### src/hw/pmu_regs_pkg.sv
package pmu_regs_pkg;

   // register offsets on the management port
   localparam logic [7:0] LDO6_CONTROL_ADDR = 8'h61;
   localparam logic [7:0] LDO7_VOLTAGE_ADDR = 8'h64;
   localparam logic [7:0] LDO7_CONTROL_ADDR = 8'h65;
   localparam logic [7:0] CHARGER_RSVD_ADDR = 8'h70;
   localparam logic [7:0] CHARGER_CONTROL_ADDR = 8'h71;
   localparam logic [7:0] CHARGER_STATUS_ADDR = 8'h78;
   localparam logic [7:0] CHARGER_IRQ_EN_ADDR = 8'h79;

   // regulator control field positions
   localparam int VCODE_MSB = 5;
   localparam int LDO_ON_BIT = 7;
   localparam int LDO_DISCHARGE_BIT = 6;
   localparam int LDO_LOW_QUIESCENT_MODE_BIT = 5;
   localparam int LDO_DELAY_MSB = 4;
   localparam int LDO_DELAY_LSB = 2;
   localparam int LDO_FAULT_ALLOW_BIT = 1;
   localparam int LDO_POWER_GOOD_BIT = 0;

   // charger control field positions
   localparam int CHG_SUSPEND_BIT = 7;
   localparam int CHG_TOTAL_MSB = 5;
   localparam int CHG_TOTAL_LSB = 4;
   localparam int CHG_PRE_MSB = 3;
   localparam int CHG_PRE_LSB = 2;
   localparam int CHG_OVP_MSB = 1;
   localparam int CHG_OVP_LSB = 0;

   // charger status: bits 7..4 are arm/interrupt-status, index k = bit 4+k
   localparam int STAT_ARM_LSB = 4;
   localparam int STAT_TIMEOUT = 3;
   localparam int STAT_TEMP = 2;
   localparam int STAT_INPUT = 1;
   localparam int STAT_CHARGE = 0;
   localparam int STAT_TIMER_LEVEL_BIT = 3;
   localparam int STAT_TEMP_LEVEL_BIT = 2;
   localparam int STAT_INPUT_LEVEL_BIT = 1;
   localparam int STAT_CHARGE_LEVEL_BIT = 0;

   // charger per-event enable positions
   localparam int EN_TOTAL_BIT = 7;
   localparam int EN_TEMP_IN_BIT = 6;
   localparam int EN_INPUT_CONNECT_BIT = 5;
   localparam int EN_DONE_IN_BIT = 4;
   localparam int EN_PRE_BIT = 3;
   localparam int EN_TEMP_OUT_BIT = 2;
   localparam int EN_INPUT_DISCONNECT_BIT = 1;
   localparam int EN_DONE_OUT_BIT = 0;

   // reset values
   localparam logic [5:0] VCODE_RESET = 6'h00;
   localparam logic [7:0] LDO_CONTROL_RESET = 8'h00;
   localparam logic [7:0] CHARGER_RSVD_RESET = 8'h00;
   localparam logic [7:0] CHARGER_CONTROL_RESET = 8'h00;
   localparam logic [3:0] STATUS_ARM_RESET = 4'h0;
   localparam logic [7:0] IRQ_EN_RESET = 8'h00;

   // drive to one regulator channel's analog core
   typedef struct packed {
      logic enable;
      logic discharge_active;
      logic low_quiescent_mode;
      logic [2:0] turn_on_delay;
   } ldo_drive_type;

   // drive to the charger core
   typedef struct packed {
      logic charge_suspend;
      logic [1:0] total_timeout_select;
      logic [1:0] precondition_timeout_select;
      logic [1:0] input_overvoltage_threshold;
   } charger_drive_type;

   // raw levels coming back from the analog side (asynchronous)
   typedef struct packed {
      logic ldo7_power_good;
      logic ldo7_fault;
      logic ldo6_power_good;
      logic ldo6_fault;
      logic precondition_timeout;
      logic total_timeout;
      logic temperature_ok;
      logic input_present;
      logic charge_done;
      logic input_in_window;
   } analog_status_type;

endpackage : pmu_regs_pkg

### src/hw/pmu_reg_bank.sv
// Summary of operation
// - six-bit voltage code, upper two bits reserved
// - enable bit turns channel seven on/off
// - discharge output while channel shut down
// - bit five selects low-quiescent mode
// - three-bit turn-on delay code for sequencing
// - fault allow bit gates channel fault interrupts
// - power-good bit reads live regulator status
// - suspend bit halts charging, clear resumes
// - two-bit total-charge timeout select
// - two-bit precondition timeout select
// - two-bit input over-voltage threshold select
// - timeout arm plus enable gives expiry interrupt
// - temperature arm plus enables gives interrupt
// - input arm plus enables gives interrupt
// - charge-done arm plus enables gives interrupt
// - timer level bit shows either timeout
// - marked charger bits valid inside input window
// - eight per-event enables pair with status
module pmu_reg_bank (
   input wire logic ref_clk,
   input wire logic rst_n,
   input wire logic [7:0] reg_addr,
   input wire logic [7:0] reg_wdata,
   input wire logic reg_write,
   input wire logic reg_read,
   output logic [7:0] reg_rdata,
   input wire pmu_regs_pkg::analog_status_type analog_status,
   output logic [5:0] ldo7_voltage_code,
   output pmu_regs_pkg::ldo_drive_type ldo7_drive,
   output pmu_regs_pkg::ldo_drive_type ldo6_drive,
   output pmu_regs_pkg::charger_drive_type charger_drive,
   output logic irq_request
);

   pmu_regs_pkg::analog_status_type stat_s; // synchronised analog levels
   pmu_regs_pkg::analog_status_type stat_prev_reg; // last cycle, for edges

   logic [5:0] vcode7_reg; // channel seven voltage code
   logic [7:1] ldo7_ctrl_reg; // channel seven control, bit 0 is status
   logic [7:1] ldo6_ctrl_reg; // channel six control
   logic [7:0] chg_rsvd_reg; // reserved but read/write
   logic [7:0] chg_ctrl_reg; // charger control incl. reserved bit 6
   logic [3:0] arm_reg; // interrupt arm written through status bits
   logic [3:0] pending_reg; // sticky interrupt status per category
   logic [3:0] pending_next;
   logic [3:0] event_set; // category events this cycle
   logic [7:0] irq_en_reg; // per-event enables
   logic [7:0] rdata_reg;
   logic [7:0] rdata_next;
   logic irq_reg;
   logic in_window; // charger input between lockout and over-voltage
   logic timer_level;
   logic fault_irq;

   // write strobes per register, and the status read strobe
   logic wr_vcode7;
   logic wr_ctrl7;
   logic wr_ctrl6;
   logic wr_rsvd;
   logic wr_chg;
   logic wr_stat;
   logic wr_en;
   logic rd_stat;

   // analog levels cross into ref_clk here
   level_sync #(
      .WIDTH($bits(pmu_regs_pkg::analog_status_type))
   ) u_status_sync (
      .ref_clk(ref_clk),
      .rst_n(rst_n),
      .async_in(analog_status),
      .sync_out(stat_s)
   );

   // address decode
   always_comb begin
      wr_vcode7 = 1'b0;
      wr_ctrl7 = 1'b0;
      wr_ctrl6 = 1'b0;
      wr_rsvd = 1'b0;
      wr_chg = 1'b0;
      wr_stat = 1'b0;
      wr_en = 1'b0;
      if (reg_addr == pmu_regs_pkg::LDO7_VOLTAGE_ADDR) begin
         wr_vcode7 = reg_write;
      end else if (reg_addr == pmu_regs_pkg::LDO7_CONTROL_ADDR) begin
         wr_ctrl7 = reg_write;
      end else if (reg_addr == pmu_regs_pkg::LDO6_CONTROL_ADDR) begin
         wr_ctrl6 = reg_write;
      end else if (reg_addr == pmu_regs_pkg::CHARGER_RSVD_ADDR) begin
         wr_rsvd = reg_write;
      end else if (reg_addr == pmu_regs_pkg::CHARGER_CONTROL_ADDR) begin
         wr_chg = reg_write;
      end else if (reg_addr == pmu_regs_pkg::CHARGER_STATUS_ADDR) begin
         wr_stat = reg_write;
      end else if (reg_addr == pmu_regs_pkg::CHARGER_IRQ_EN_ADDR) begin
         wr_en = reg_write;
      end
   end

   // a status read clears all the pending flags, including those read as zero outside the window
   assign rd_stat = reg_read &&
      (reg_addr == pmu_regs_pkg::CHARGER_STATUS_ADDR);

   assign in_window = stat_s.input_in_window;
   assign timer_level = stat_s.precondition_timeout |
      stat_s.total_timeout;

   // regulator channel registers
   always_ff @(posedge ref_clk or negedge rst_n) begin
      if (!rst_n) begin
         vcode7_reg <= pmu_regs_pkg::VCODE_RESET;
         ldo7_ctrl_reg <= pmu_regs_pkg::LDO_CONTROL_RESET[7:1];
         ldo6_ctrl_reg <= pmu_regs_pkg::LDO_CONTROL_RESET[7:1];
      end else begin
         if (wr_vcode7) begin
            // upper two bits are reserved and never stored
            vcode7_reg <= reg_wdata[pmu_regs_pkg::VCODE_MSB:0];
         end
         if (wr_ctrl7) begin
            // on, discharge, low-iq, delay, fault allow
            ldo7_ctrl_reg <= reg_wdata[7:1];
         end
         if (wr_ctrl6) begin
            ldo6_ctrl_reg <= reg_wdata[7:1];
         end
      end
   end

   // charger control and reserved registers
   always_ff @(posedge ref_clk or negedge rst_n) begin
      if (!rst_n) begin
         chg_rsvd_reg <= pmu_regs_pkg::CHARGER_RSVD_RESET;
         chg_ctrl_reg <= pmu_regs_pkg::CHARGER_CONTROL_RESET;
      end else begin
         if (wr_rsvd) begin
            chg_rsvd_reg <= reg_wdata;
         end
         if (wr_chg) begin
            chg_ctrl_reg <= reg_wdata;
         end
      end
   end

   // interrupt arm and per-event enables
   always_ff @(posedge ref_clk or negedge rst_n) begin
      if (!rst_n) begin
         arm_reg <= pmu_regs_pkg::STATUS_ARM_RESET;
         irq_en_reg <= pmu_regs_pkg::IRQ_EN_RESET;
      end else begin
         if (wr_stat) begin
            arm_reg <= reg_wdata[7:pmu_regs_pkg::STAT_ARM_LSB];
         end
         if (wr_en) begin
            irq_en_reg <= reg_wdata;
         end
      end
   end

   // edge history of the synchronised levels
   always_ff @(posedge ref_clk or negedge rst_n) begin
      if (!rst_n) begin
         stat_prev_reg <= '0;
      end else begin
         stat_prev_reg <= stat_s;
      end
   end

   // category events; marked sources only count inside the window
   always_comb begin
      event_set[pmu_regs_pkg::STAT_TIMEOUT] =
         arm_reg[pmu_regs_pkg::STAT_TIMEOUT] && in_window &&
         ((stat_s.precondition_timeout &&
           !stat_prev_reg.precondition_timeout &&
           irq_en_reg[pmu_regs_pkg::EN_PRE_BIT]) ||
          (stat_s.total_timeout && !stat_prev_reg.total_timeout &&
           irq_en_reg[pmu_regs_pkg::EN_TOTAL_BIT]));
      event_set[pmu_regs_pkg::STAT_TEMP] =
         arm_reg[pmu_regs_pkg::STAT_TEMP] && in_window &&
         ((stat_s.temperature_ok && !stat_prev_reg.temperature_ok &&
           irq_en_reg[pmu_regs_pkg::EN_TEMP_IN_BIT]) ||
          (!stat_s.temperature_ok && stat_prev_reg.temperature_ok &&
           irq_en_reg[pmu_regs_pkg::EN_TEMP_OUT_BIT]));
      // input events are how the window itself is left, so no gating
      event_set[pmu_regs_pkg::STAT_INPUT] =
         arm_reg[pmu_regs_pkg::STAT_INPUT] &&
         ((stat_s.input_present && !stat_prev_reg.input_present &&
           irq_en_reg[pmu_regs_pkg::EN_INPUT_CONNECT_BIT]) ||
          (!stat_s.input_present && stat_prev_reg.input_present &&
           irq_en_reg[pmu_regs_pkg::EN_INPUT_DISCONNECT_BIT]));
      event_set[pmu_regs_pkg::STAT_CHARGE] =
         arm_reg[pmu_regs_pkg::STAT_CHARGE] && in_window &&
         ((stat_s.charge_done && !stat_prev_reg.charge_done &&
           irq_en_reg[pmu_regs_pkg::EN_DONE_IN_BIT]) ||
          (!stat_s.charge_done && stat_prev_reg.charge_done &&
           irq_en_reg[pmu_regs_pkg::EN_DONE_OUT_BIT]));
   end

   // sticky flags: a set in the clearing read's cycle survives it
   assign pending_next = (pending_reg & ~{4{rd_stat}}) | event_set;

   always_ff @(posedge ref_clk or negedge rst_n) begin
      if (!rst_n) begin
         pending_reg <= 4'h0;
      end else begin
         pending_reg <= pending_next;
      end
   end

   // channel faults only count where software allowed them
   assign fault_irq =
      (ldo7_ctrl_reg[pmu_regs_pkg::LDO_FAULT_ALLOW_BIT] &&
       stat_s.ldo7_fault) ||
      (ldo6_ctrl_reg[pmu_regs_pkg::LDO_FAULT_ALLOW_BIT] &&
       stat_s.ldo6_fault);

   // single interrupt request, registered so the pin never glitches
   always_ff @(posedge ref_clk or negedge rst_n) begin
      if (!rst_n) begin
         irq_reg <= 1'b0;
      end else begin
         irq_reg <= (|pending_reg) || fault_irq;
      end
   end

   // read mux; unmapped offsets answer zero
   always_comb begin
      rdata_next = 8'h00;
      if (reg_addr == pmu_regs_pkg::LDO7_VOLTAGE_ADDR) begin
         rdata_next = {2'b00, vcode7_reg};
      end else if (reg_addr == pmu_regs_pkg::LDO7_CONTROL_ADDR) begin
         rdata_next = {ldo7_ctrl_reg, stat_s.ldo7_power_good};
      end else if (reg_addr == pmu_regs_pkg::LDO6_CONTROL_ADDR) begin
         rdata_next = {ldo6_ctrl_reg, stat_s.ldo6_power_good};
      end else if (reg_addr == pmu_regs_pkg::CHARGER_RSVD_ADDR) begin
         rdata_next = chg_rsvd_reg;
      end else if (reg_addr == pmu_regs_pkg::CHARGER_CONTROL_ADDR) begin
         rdata_next = chg_ctrl_reg;
      end else if (reg_addr == pmu_regs_pkg::CHARGER_STATUS_ADDR) begin
         // marked bits read zero while the input is out of its window
         rdata_next = {pending_reg[3:2] & {2{in_window}}, pending_reg[1],
            pending_reg[0] && in_window, timer_level && in_window,
            stat_s.temperature_ok && in_window, stat_s.input_present,
            stat_s.charge_done && in_window};
      end else if (reg_addr == pmu_regs_pkg::CHARGER_IRQ_EN_ADDR) begin
         rdata_next = irq_en_reg;
      end
   end

   // read data captured on the read strobe, held until the next read
   always_ff @(posedge ref_clk or negedge rst_n) begin
      if (!rst_n) begin
         rdata_reg <= 8'h00;
      end else if (reg_read) begin
         rdata_reg <= rdata_next;
      end
   end

   // outputs to the host and the analog side
   assign reg_rdata = rdata_reg;
   assign ldo7_voltage_code = vcode7_reg;
   assign ldo7_drive.enable = ldo7_ctrl_reg[pmu_regs_pkg::LDO_ON_BIT];
   // discharge only bites while the channel is off
   assign ldo7_drive.discharge_active =
      ldo7_ctrl_reg[pmu_regs_pkg::LDO_DISCHARGE_BIT] &&
      !ldo7_ctrl_reg[pmu_regs_pkg::LDO_ON_BIT];
   assign ldo7_drive.low_quiescent_mode =
      ldo7_ctrl_reg[pmu_regs_pkg::LDO_LOW_QUIESCENT_MODE_BIT];
   assign ldo7_drive.turn_on_delay = ldo7_ctrl_reg[
      pmu_regs_pkg::LDO_DELAY_MSB:pmu_regs_pkg::LDO_DELAY_LSB];
   assign ldo6_drive.enable = ldo6_ctrl_reg[pmu_regs_pkg::LDO_ON_BIT];
   assign ldo6_drive.discharge_active =
      ldo6_ctrl_reg[pmu_regs_pkg::LDO_DISCHARGE_BIT] &&
      !ldo6_ctrl_reg[pmu_regs_pkg::LDO_ON_BIT];
   assign ldo6_drive.low_quiescent_mode =
      ldo6_ctrl_reg[pmu_regs_pkg::LDO_LOW_QUIESCENT_MODE_BIT];
   assign ldo6_drive.turn_on_delay = ldo6_ctrl_reg[
      pmu_regs_pkg::LDO_DELAY_MSB:pmu_regs_pkg::LDO_DELAY_LSB];
   assign charger_drive.charge_suspend =
      chg_ctrl_reg[pmu_regs_pkg::CHG_SUSPEND_BIT];
   assign charger_drive.total_timeout_select = chg_ctrl_reg[
      pmu_regs_pkg::CHG_TOTAL_MSB:pmu_regs_pkg::CHG_TOTAL_LSB];
   assign charger_drive.precondition_timeout_select = chg_ctrl_reg[
      pmu_regs_pkg::CHG_PRE_MSB:pmu_regs_pkg::CHG_PRE_LSB];
   assign charger_drive.input_overvoltage_threshold = chg_ctrl_reg[
      pmu_regs_pkg::CHG_OVP_MSB:pmu_regs_pkg::CHG_OVP_LSB];
   assign irq_request = irq_reg;
endmodule : pmu_reg_bank

### src/hw/level_sync.sv
// three-stage synchroniser; output follows only when stages 2 and 3 agree
module level_sync #(
   parameter int WIDTH = 10
) (
   input wire logic ref_clk,
   input wire logic rst_n,
   input wire logic [WIDTH-1:0] async_in,
   output logic [WIDTH-1:0] sync_out
);

   if (WIDTH < 1) begin : g_width_check
      $error("level_sync needs WIDTH of at least one");
   end

   for (genvar i = 0; i < WIDTH; i++) begin : g_bit
      logic stage1_reg; // metastable stage, read by stage2 only
      logic stage2_reg;
      logic stage3_reg;
      logic out_reg;

      // shift chain plus agreement filter
      always_ff @(posedge ref_clk or negedge rst_n) begin
         if (!rst_n) begin
            stage1_reg <= 1'b0;
            stage2_reg <= 1'b0;
            stage3_reg <= 1'b0;
            out_reg <= 1'b0;
         end else begin
            stage1_reg <= async_in[i];
            stage2_reg <= stage1_reg;
            stage3_reg <= stage2_reg;
            // a single-cycle glitch never makes 2 and 3 agree on it
            if (stage2_reg == stage3_reg) begin
               out_reg <= stage3_reg;
            end
         end
      end

      assign sync_out[i] = out_reg;
   end

endmodule : level_sync

### config.mk
export PLATFORM = sky130hd
export DESIGN_NAME = pmu_reg_bank
export DESIGN_NICKNAME = d
export VERILOG_FILES = /design/src/hw/pmu_regs_pkg.sv /design/src/hw/pmu_reg_bank.sv /design/src/hw/level_sync.sv
export SDC_FILE = /design/constraint.sdc
export NUM_CORES = 1
export LEC_CHECK = 0
export ABC_AREA = 1
export ABC_CLOCK_PERIOD_IN_PS = 1200
export CAP_MARGIN = 40
export CORE_ASPECT_RATIO = 0.5
export CORE_MARGIN = 1
export CORE_UTILIZATION = 35
export DETAILED_ROUTE_END_ITERATION = 12
export DONT_BUFFER_PORTS = 1
export PLACE_DENSITY = 0.5
export SLEW_MARGIN = 20
export SYNTH_ARGS = -nofsm -noshare
export SYNTH_HDL_FRONTEND = slang
export SYNTH_HIERARCHICAL = 1
export SYNTH_SLANG_ARGS = --single-unit
### constraint.sdc
create_clock -name ref_clk -period 1.2 [get_ports ref_clk]
set_input_delay 0.18 -clock ref_clk [delete_from_list [all_inputs] [get_ports ref_clk]]
set_output_delay 0.18 -clock ref_clk [all_outputs]
set_load 0.005 [all_outputs]
==> results of run 1 <==
==> per-stage QoR <==
stage | total power, mW | worst slack (ps) | util [%] | TNS [ps]
floorplan | 4.29 | 83.6 | - | 0
global placement | 4.34 | -204 | 37.3 | -2550
detailed placement | 4.35 | -164 | 37.3 | -1890
CTS | 7.85 | 33.0 | 40.8 | 0
global route | 8.07 | -4.56 | 40.8 | -4.56
finish | 7.74 | 76.5 | 40.8 | 0
==> metal layers <==
metal	part of all wire, %	vias up	GRT usage [%]
met1	53	1461	25.1
met5	0	-	0
li1	-	1572	-
met4	0.91	0	4.25
met3	5.7	11	5.07
met2	41	57	21.7
==> path summary, 6_finish.rpt <==
| path | cells past startpoint | slack, ps | startpoint | end |
|---|---|---|---|---|
| setup / recovery | 8 | 80 | u_status_sync/g_bit[0].out_reg | reg_rdata[0] |
| hold / removal | 0 | -480 | rst_n | u_status_sync/g_bit[8].stage1_reg |
| setup reg to reg | 8 | 80 | u_status_sync/g_bit[0].out_reg | reg_rdata[0] |
| hold reg to reg | 0 | 350 | u_status_sync/g_bit[6].stage1_reg | u_status_sync/g_bit[6].stage2_reg |
| max in group asynchronous | 0 | 1440 | rst_n | ldo7_voltage_code[1] |
| min in group ref_clk | 4 | 50 | reg_read | reg_rdata[5] |
==> cells by family after synthesis <==
kind of cell | count (synthesis) | share of synthesized area, %
compound gates | 80 | 11.6
buf+inv | 81 | 9.72
flops | 106 | 57.1
simple gates | 225 | 21.6
==> power groups by stage <==
stage                     Sequential [mW]  Combinational (mW)  Clock (mW)
after floorplan                      3.93               0.354           0
after global placement               4.00               0.338           0
after detailed placement             4.00               0.346           0
after CTS                            3.93               0.375        3.54
after global routing                 3.96               0.424        3.68
final                                3.93               0.369        3.44
==> repair_timing <==
action / in CTS / in global routing
hold endpoints to repair: 116 / 106
endpoints found under the setup margin: 0 / 3
gates resized for setup: 0 / 2
==> placed cells by master, fill, tap and decap left out <==
cell	count
clkbuf_16	9
nor2_1	32
nand3_1	12
and3_1	1
o21ai_0	13
nand4_4	1
clkbuf_8	1
dlygate4sd3_1	10
a32o_1	2
nor2_2	3
inv_2	5
buf_4	25
o31ai_1	1
clkinv_1	1
clkinv_2	1
nand3b_1	3
o21ai_2	32
inv_1	40
bufinv_16	3
nand4_1	5
a21oi_1	17
nand2_4	3
nor3_1	4
inv_6	2
o21ai_1	13
o21bai_1	2
nor2_4	6
nand2_1	145
nand2_2	9
clkbuf_1	1
dfrtp_1	106
nor4_1	1
==> layout make-up <==
type                       count  area, µm²
clock buffer                  11        243
clock inverter                 5        108
fill                        1263       7580
inverter                      47        178
multi-input combinational    305       1550
sequential                   106       2650
tap                          170        213
timing repair buffer          35        288
==> out/metrics.cfg, run 1 <==
[run_status]
outcome=finished, violations left
violations=hold timing

[worst_setup_path]
end_kind=flop
crit_slowest_cell=dfrtp_1
path_buf_inv=1
crit_path_max_incr_delay_ps=400
arrival_ps=1370
crit_path_start_kind=flop
critical-path-top-delay-family=simple AND/OR/NAND/NOR gates
required_ps=1440
crit_type=flop to flop
cp_cell_sequence=inv_1, nor2_2, nand2_1, nand2_1, nor2_1, nand2_1, nand2_1, nand2_1
crit_path_frequent_cell=nand2_1
crit_path_max_fanout=3

[cells_and_area]
nNetsFinal=534
final_area_um2=5230
drive_above_1_share_pct=19.6
diodes=0
syn2layout_area_growth_pct=12.5
final_cell_count_no_fill=679

[clocking]
cts_tree=yes
cts_num_sinks=106
clk_pin_slew_ps=70
htree_levels=3
post-cts-setup-buffers=0
cts_hold_buf=10
clkLatencyLatePin_ps=340
ctsLongestPathBuffers=2
cts_inserted_buffers=9
clock-root-buffer=clkbuf_16

[power_and_ir_drop]
p_sw_mw=1.70
seqPwrFrac_pct=50.8
p_int_mw=6.05
switching_share_pct=21.9
p_clk_share_pct=44.5
peakVddDrop_mv=0.636
power_frac_comb_pct=4.8
powerDensity_nw_per_um2=1480
p_leak_nw=2.56

[floorplanning]
design.die.area_um2=13800
start_util_pct=36.3
io_pins=64
fp.dieH_um=83.5
die_x_um=165
core_area_um2=12800
fp-row-count=29

[timing]
clock_skew_ps=4.52
hold_violations=106
drv_slew=0
fin_crit_ps=1120
setup_violations=0
rsz0062_at_grt=true
relSlewSlack_pct=70.7
worst_pin_slew_ps=439
fmax_mhz=890
fin_hold_ws_ps=-478
min_period_over_period_pct=93.6

[placed_design]
placedInstanceArea_um2=4770
place_congestion=0.809
dpl.cell_count=653
portBuffers=0
dp_hpwl_um=7480

[drt]
drtIter0Drc=222
vias_per_cell=4.57
via_count=3101
wire_per_inst_um=15.2
drt_drc_violations_left=0
ant_nets=0
drt-total-wl_um=10300
firstDrtPassIters=4

[synth]
synth_nets=522
ys_types=27
ys_warn_count=6
ys_top_cells_by_area=dfrtp_1 57%, nand2_1 12%, o21ai_2 6.0%
synth_seq_cells=106
async_flop_share_pct=100
postSynthAreaPerCell_um2=9.44
synth_top_cells_by_count=146 x nand2_1, 106 x dfrtp_1, 40 x inv_1, 33 x nor2_1, 32 x o21ai_2
synth_top_area_share_pct=57.1
synthCells=492
synth_most_common_cell=nand2_1
synth-main-ff-cell=dfrtp_1
synth_edf_count=0
synth_top_cell_by_area=dfrtp_1
syn_area_um2=4650
seq_area_frac_synth_pct=57.1

[global_routing]
grt_max_degree=107
grt_use_total_pct=16.3
grt_pass1_wl_um=16900
grt_overflow=0
grt_pass1_vias=3065
antenna_found_initial=0

[min_path]
hp-class=primary input to async pin

[flow_run]
drv_cap=0

No activity file was read; power rests on OpenSTA's default activity.
==> run 2: changes to the inputs <==
--- a/config.mk
+++ b/config.mk
@@ -10,10 +10,10 @@
 export CAP_MARGIN = 40
 export CORE_ASPECT_RATIO = 0.5
 export CORE_MARGIN = 1
-export CORE_UTILIZATION = 35
+export CORE_UTILIZATION = 63
 export DETAILED_ROUTE_END_ITERATION = 12
 export DONT_BUFFER_PORTS = 1
-export PLACE_DENSITY = 0.5
+export PLACE_DENSITY = 0.8
 export SLEW_MARGIN = 20
 export SYNTH_ARGS = -nofsm -noshare
 export SYNTH_HDL_FRONTEND = slang
==> constraint.sdc (replaced) <==
create_clock -name ref_clk -period 1.2 [get_ports ref_clk]
set_input_delay 0.18 -clock ref_clk [delete_from_list [all_inputs] [get_ports ref_clk]]
set_output_delay 0.18 -clock ref_clk [all_outputs]
set_load 0.02 [all_outputs]
==> out/metrics.cfg, run 2 (synthesis results as in run 1) <==
[floorplanning]
design.die.area_um2=7740  ; was 13800 µm²
die_x_um=123  ; was 165 µm
io_pins=64  ; unchanged
start_util_pct=67.2  ; was 36.3%
fp-row-count=21  ; was 29
core_area_um2=6910  ; was 12800 µm²
fp.dieH_um=62.7  ; was 83.5 µm

[min_path]
hp-class=primary input to async pin  ; unchanged

[power_and_ir_drop]
p_clk_share_pct=38.7  ; was 44.5%
peakVddDrop_mv=1.01  ; was 0.636 mV
p_leak_nw=2.58  ; was 2.56 nW
p_int_mw=5.40  ; was 6.05 mW
power_frac_comb_pct=6.2  ; was 4.8%
switching_share_pct=24.7  ; was 21.9%
seqPwrFrac_pct=55.1  ; was 50.8%
powerDensity_nw_per_um2=1390  ; was 1480 nW/µm²
p_sw_mw=1.78  ; was 1.70 mW

[timing]
drv_slew=0  ; unchanged
fmax_mhz=801  ; was 890 MHz
worst_pin_slew_ps=476  ; was 439 ps
setup_violations=2  ; was 0
hold_violations=106  ; unchanged
min_period_over_period_pct=104  ; was 93.6%
rsz0062_at_grt=true  ; unchanged
relSlewSlack_pct=68.3  ; was 70.7%
clock_skew_ps=6.87  ; was 4.52 ps
fin_hold_ws_ps=-479  ; was -478 ps
fin_crit_ps=1250  ; was 1120 ps
setup_tns_ps=-90.9  ; was 0 ps
worst_slack_ps=-48.4  ; was 76.5 ps

[placed_design]
dp_hpwl_um=6850  ; was 7480 µm
portBuffers=0  ; unchanged
place_congestion=0.910  ; was 0.809

[cells_and_area]
final_common_cell=nand2_1  ; unchanged
final_cell_mix=145 x nand2_1, 104 x dfrtp_1, 39 x inv_1  ; was 145 x nand2_1, 106 x dfrtp_1, 40 x inv_1
syn2layout_area_growth_pct=11.2  ; was 12.5%
diodes=0  ; unchanged
drive_above_1_share_pct=21.7  ; was 19.6%
nNetsFinal=541  ; was 534
final_core_util_pct=74.7  ; was 40.8%

[clocking]
htree_levels=3  ; unchanged
cts_hold_buf=10  ; unchanged
cts_num_sinks=106  ; unchanged
clkLatencyLatePin_ps=350  ; was 340 ps
clock-root-buffer=clkbuf_16  ; unchanged
cts_inserted_buffers=9  ; unchanged
clk_pin_slew_ps=70  ; about the same
ctsLongestPathBuffers=2  ; unchanged
cts_tree=yes  ; unchanged

[run_status]
violations=hold timing, setup timing  ; was hold timing
outcome=finished, violations left  ; unchanged

[worst_setup_path]
arrival_ps=1070  ; was 1370 ps
r2r_end=reg_rdata[0]  ; unchanged
crit_path_frequent_cell=buf_6  ; was nand2_1
cp_cell_sequence=buf_6, nor2_4, buf_6  ; was inv_1, nor2_2, nand2_1, nand2_1, nor2_1, nand2_1, nand2_1, nand2_1
required_ps=1020  ; was 1440 ps
rr_startpoint=u_status_sync/g_bit[0].out_reg  ; unchanged
rr_worst_depth=8  ; unchanged
end_kind=output pin  ; was flop
crit_slowest_cell=dfrtp_1  ; unchanged
crit_path_max_fanout=3  ; unchanged
rrSetupSlack_ps=80  ; about the same
crit_type=flop to output pin  ; was flop to flop
crit_path_max_incr_delay_ps=390  ; was 400 ps
crit_path_start_kind=flop  ; unchanged

[drt]
drtIter0Drc=292  ; was 222
dr_wl_met3_um=711  ; was 584 µm
wire_per_inst_um=15.5  ; was 15.2 µm
highest_layer=met4  ; unchanged
drt_drc_violations_left=0  ; unchanged
vias_per_cell=5.30  ; was 4.57
drt-total-wl_um=9450  ; was 10300 µm
firstDrtPassIters=5  ; was 4
via_count=3220  ; was 3101
route.met2.wl_um=4080  ; was 4180 µm
ant_nets=0  ; unchanged
wl_met1_um=4490  ; was 5430 µm

[flow_run]
drv_cap=0  ; unchanged

[global_routing]
grt_overflow=0  ; unchanged
grt_max_degree=107  ; unchanged
grt_use_total_pct=27.8  ; was 16.3%
grt_pass1_wl_um=15800  ; was 16900 µm
antenna_found_initial=0  ; unchanged
grt_pass1_vias=3263  ; was 3065

-- run 2: through the flow --
stage	setup slack, ps	power (mW)	hold slack [ps]	area [µm²]	instances
after global placement	-215	4.40	-113	4740	581
after detailed placement	-232	4.43	-114	4740	581
after floorplan	81.9	4.34	-116	4650	492
final	-48.4	7.18	-479	5160	608
after global routing	-82.4	7.48	-497	5160	608
after CTS	-55.7	7.23	-489	5160	608
-- run 2: cell type report --
cell class                 instances  area [µm²]
sequential                       106        2660
fill                             500        1750
multi-input combinational        305        1560
timing repair buffer              42         373
clock buffer                       9         225
inverter                          47         178
tap                               92         115
clock inverter                     7        60.1
-- run 2: worst max-delay path by stage --
stage,start,endpoint,slack [ps],depth (start not counted)
floorplan,reg_addr[7],ldo7_voltage_code[4],80,9
global placement,reg_addr[7],reg_rdata[3],-210,10
detailed placement,reg_addr[7],reg_rdata[3],-230,10
CTS,ldo7_ctrl_reg[7],ldo7_drive[4],-60,2
global route,ldo6_ctrl_reg[7],ldo6_drive[4],-80,3
finish,ldo6_ctrl_reg[7],ldo6_drive[4],-50,3
-- run 2: power by group through the flow --
stage / Clock (mW) / Combinational, mW / Sequential (mW)
3_5_place_dp: 0 / 0.405 / 4.02
6_report: 2.78 / 0.442 / 3.96
2_1_floorplan: 0 / 0.392 / 3.95
4_1_cts: 2.83 / 0.442 / 3.95
3_3_place_gp: 0 / 0.388 / 4.01
5_1_grt: 3.00 / 0.497 / 3.98
-- run 2: layer usage --
metal  track usage (%)  vias to the layer above
met5                 0                        -
met4              9.04                        0
met3              8.67                       16
met2              41.3                       95
met1              39.0                     1523
li1                  -                     1586
-- run 2: repair_timing --
| item | in CTS | in global routing |
|---|---|---|
| endpoints found under the hold margin | 116 | 106 |
| buffers inserted | 1 | 0 |
| cloned | 0 | 0 |
| pin swaps | 2 | 3 |
| resized for setup | 6 | 5 |
| endpoints found under the setup margin | 3 | 5 |
-- run 2: critical path: cells and delay by family, from the launching register on --
kind | cells | cell delay, ps
flops | 1 | 390
simple gates | 1 | 80
buf+inv | 2 | 260
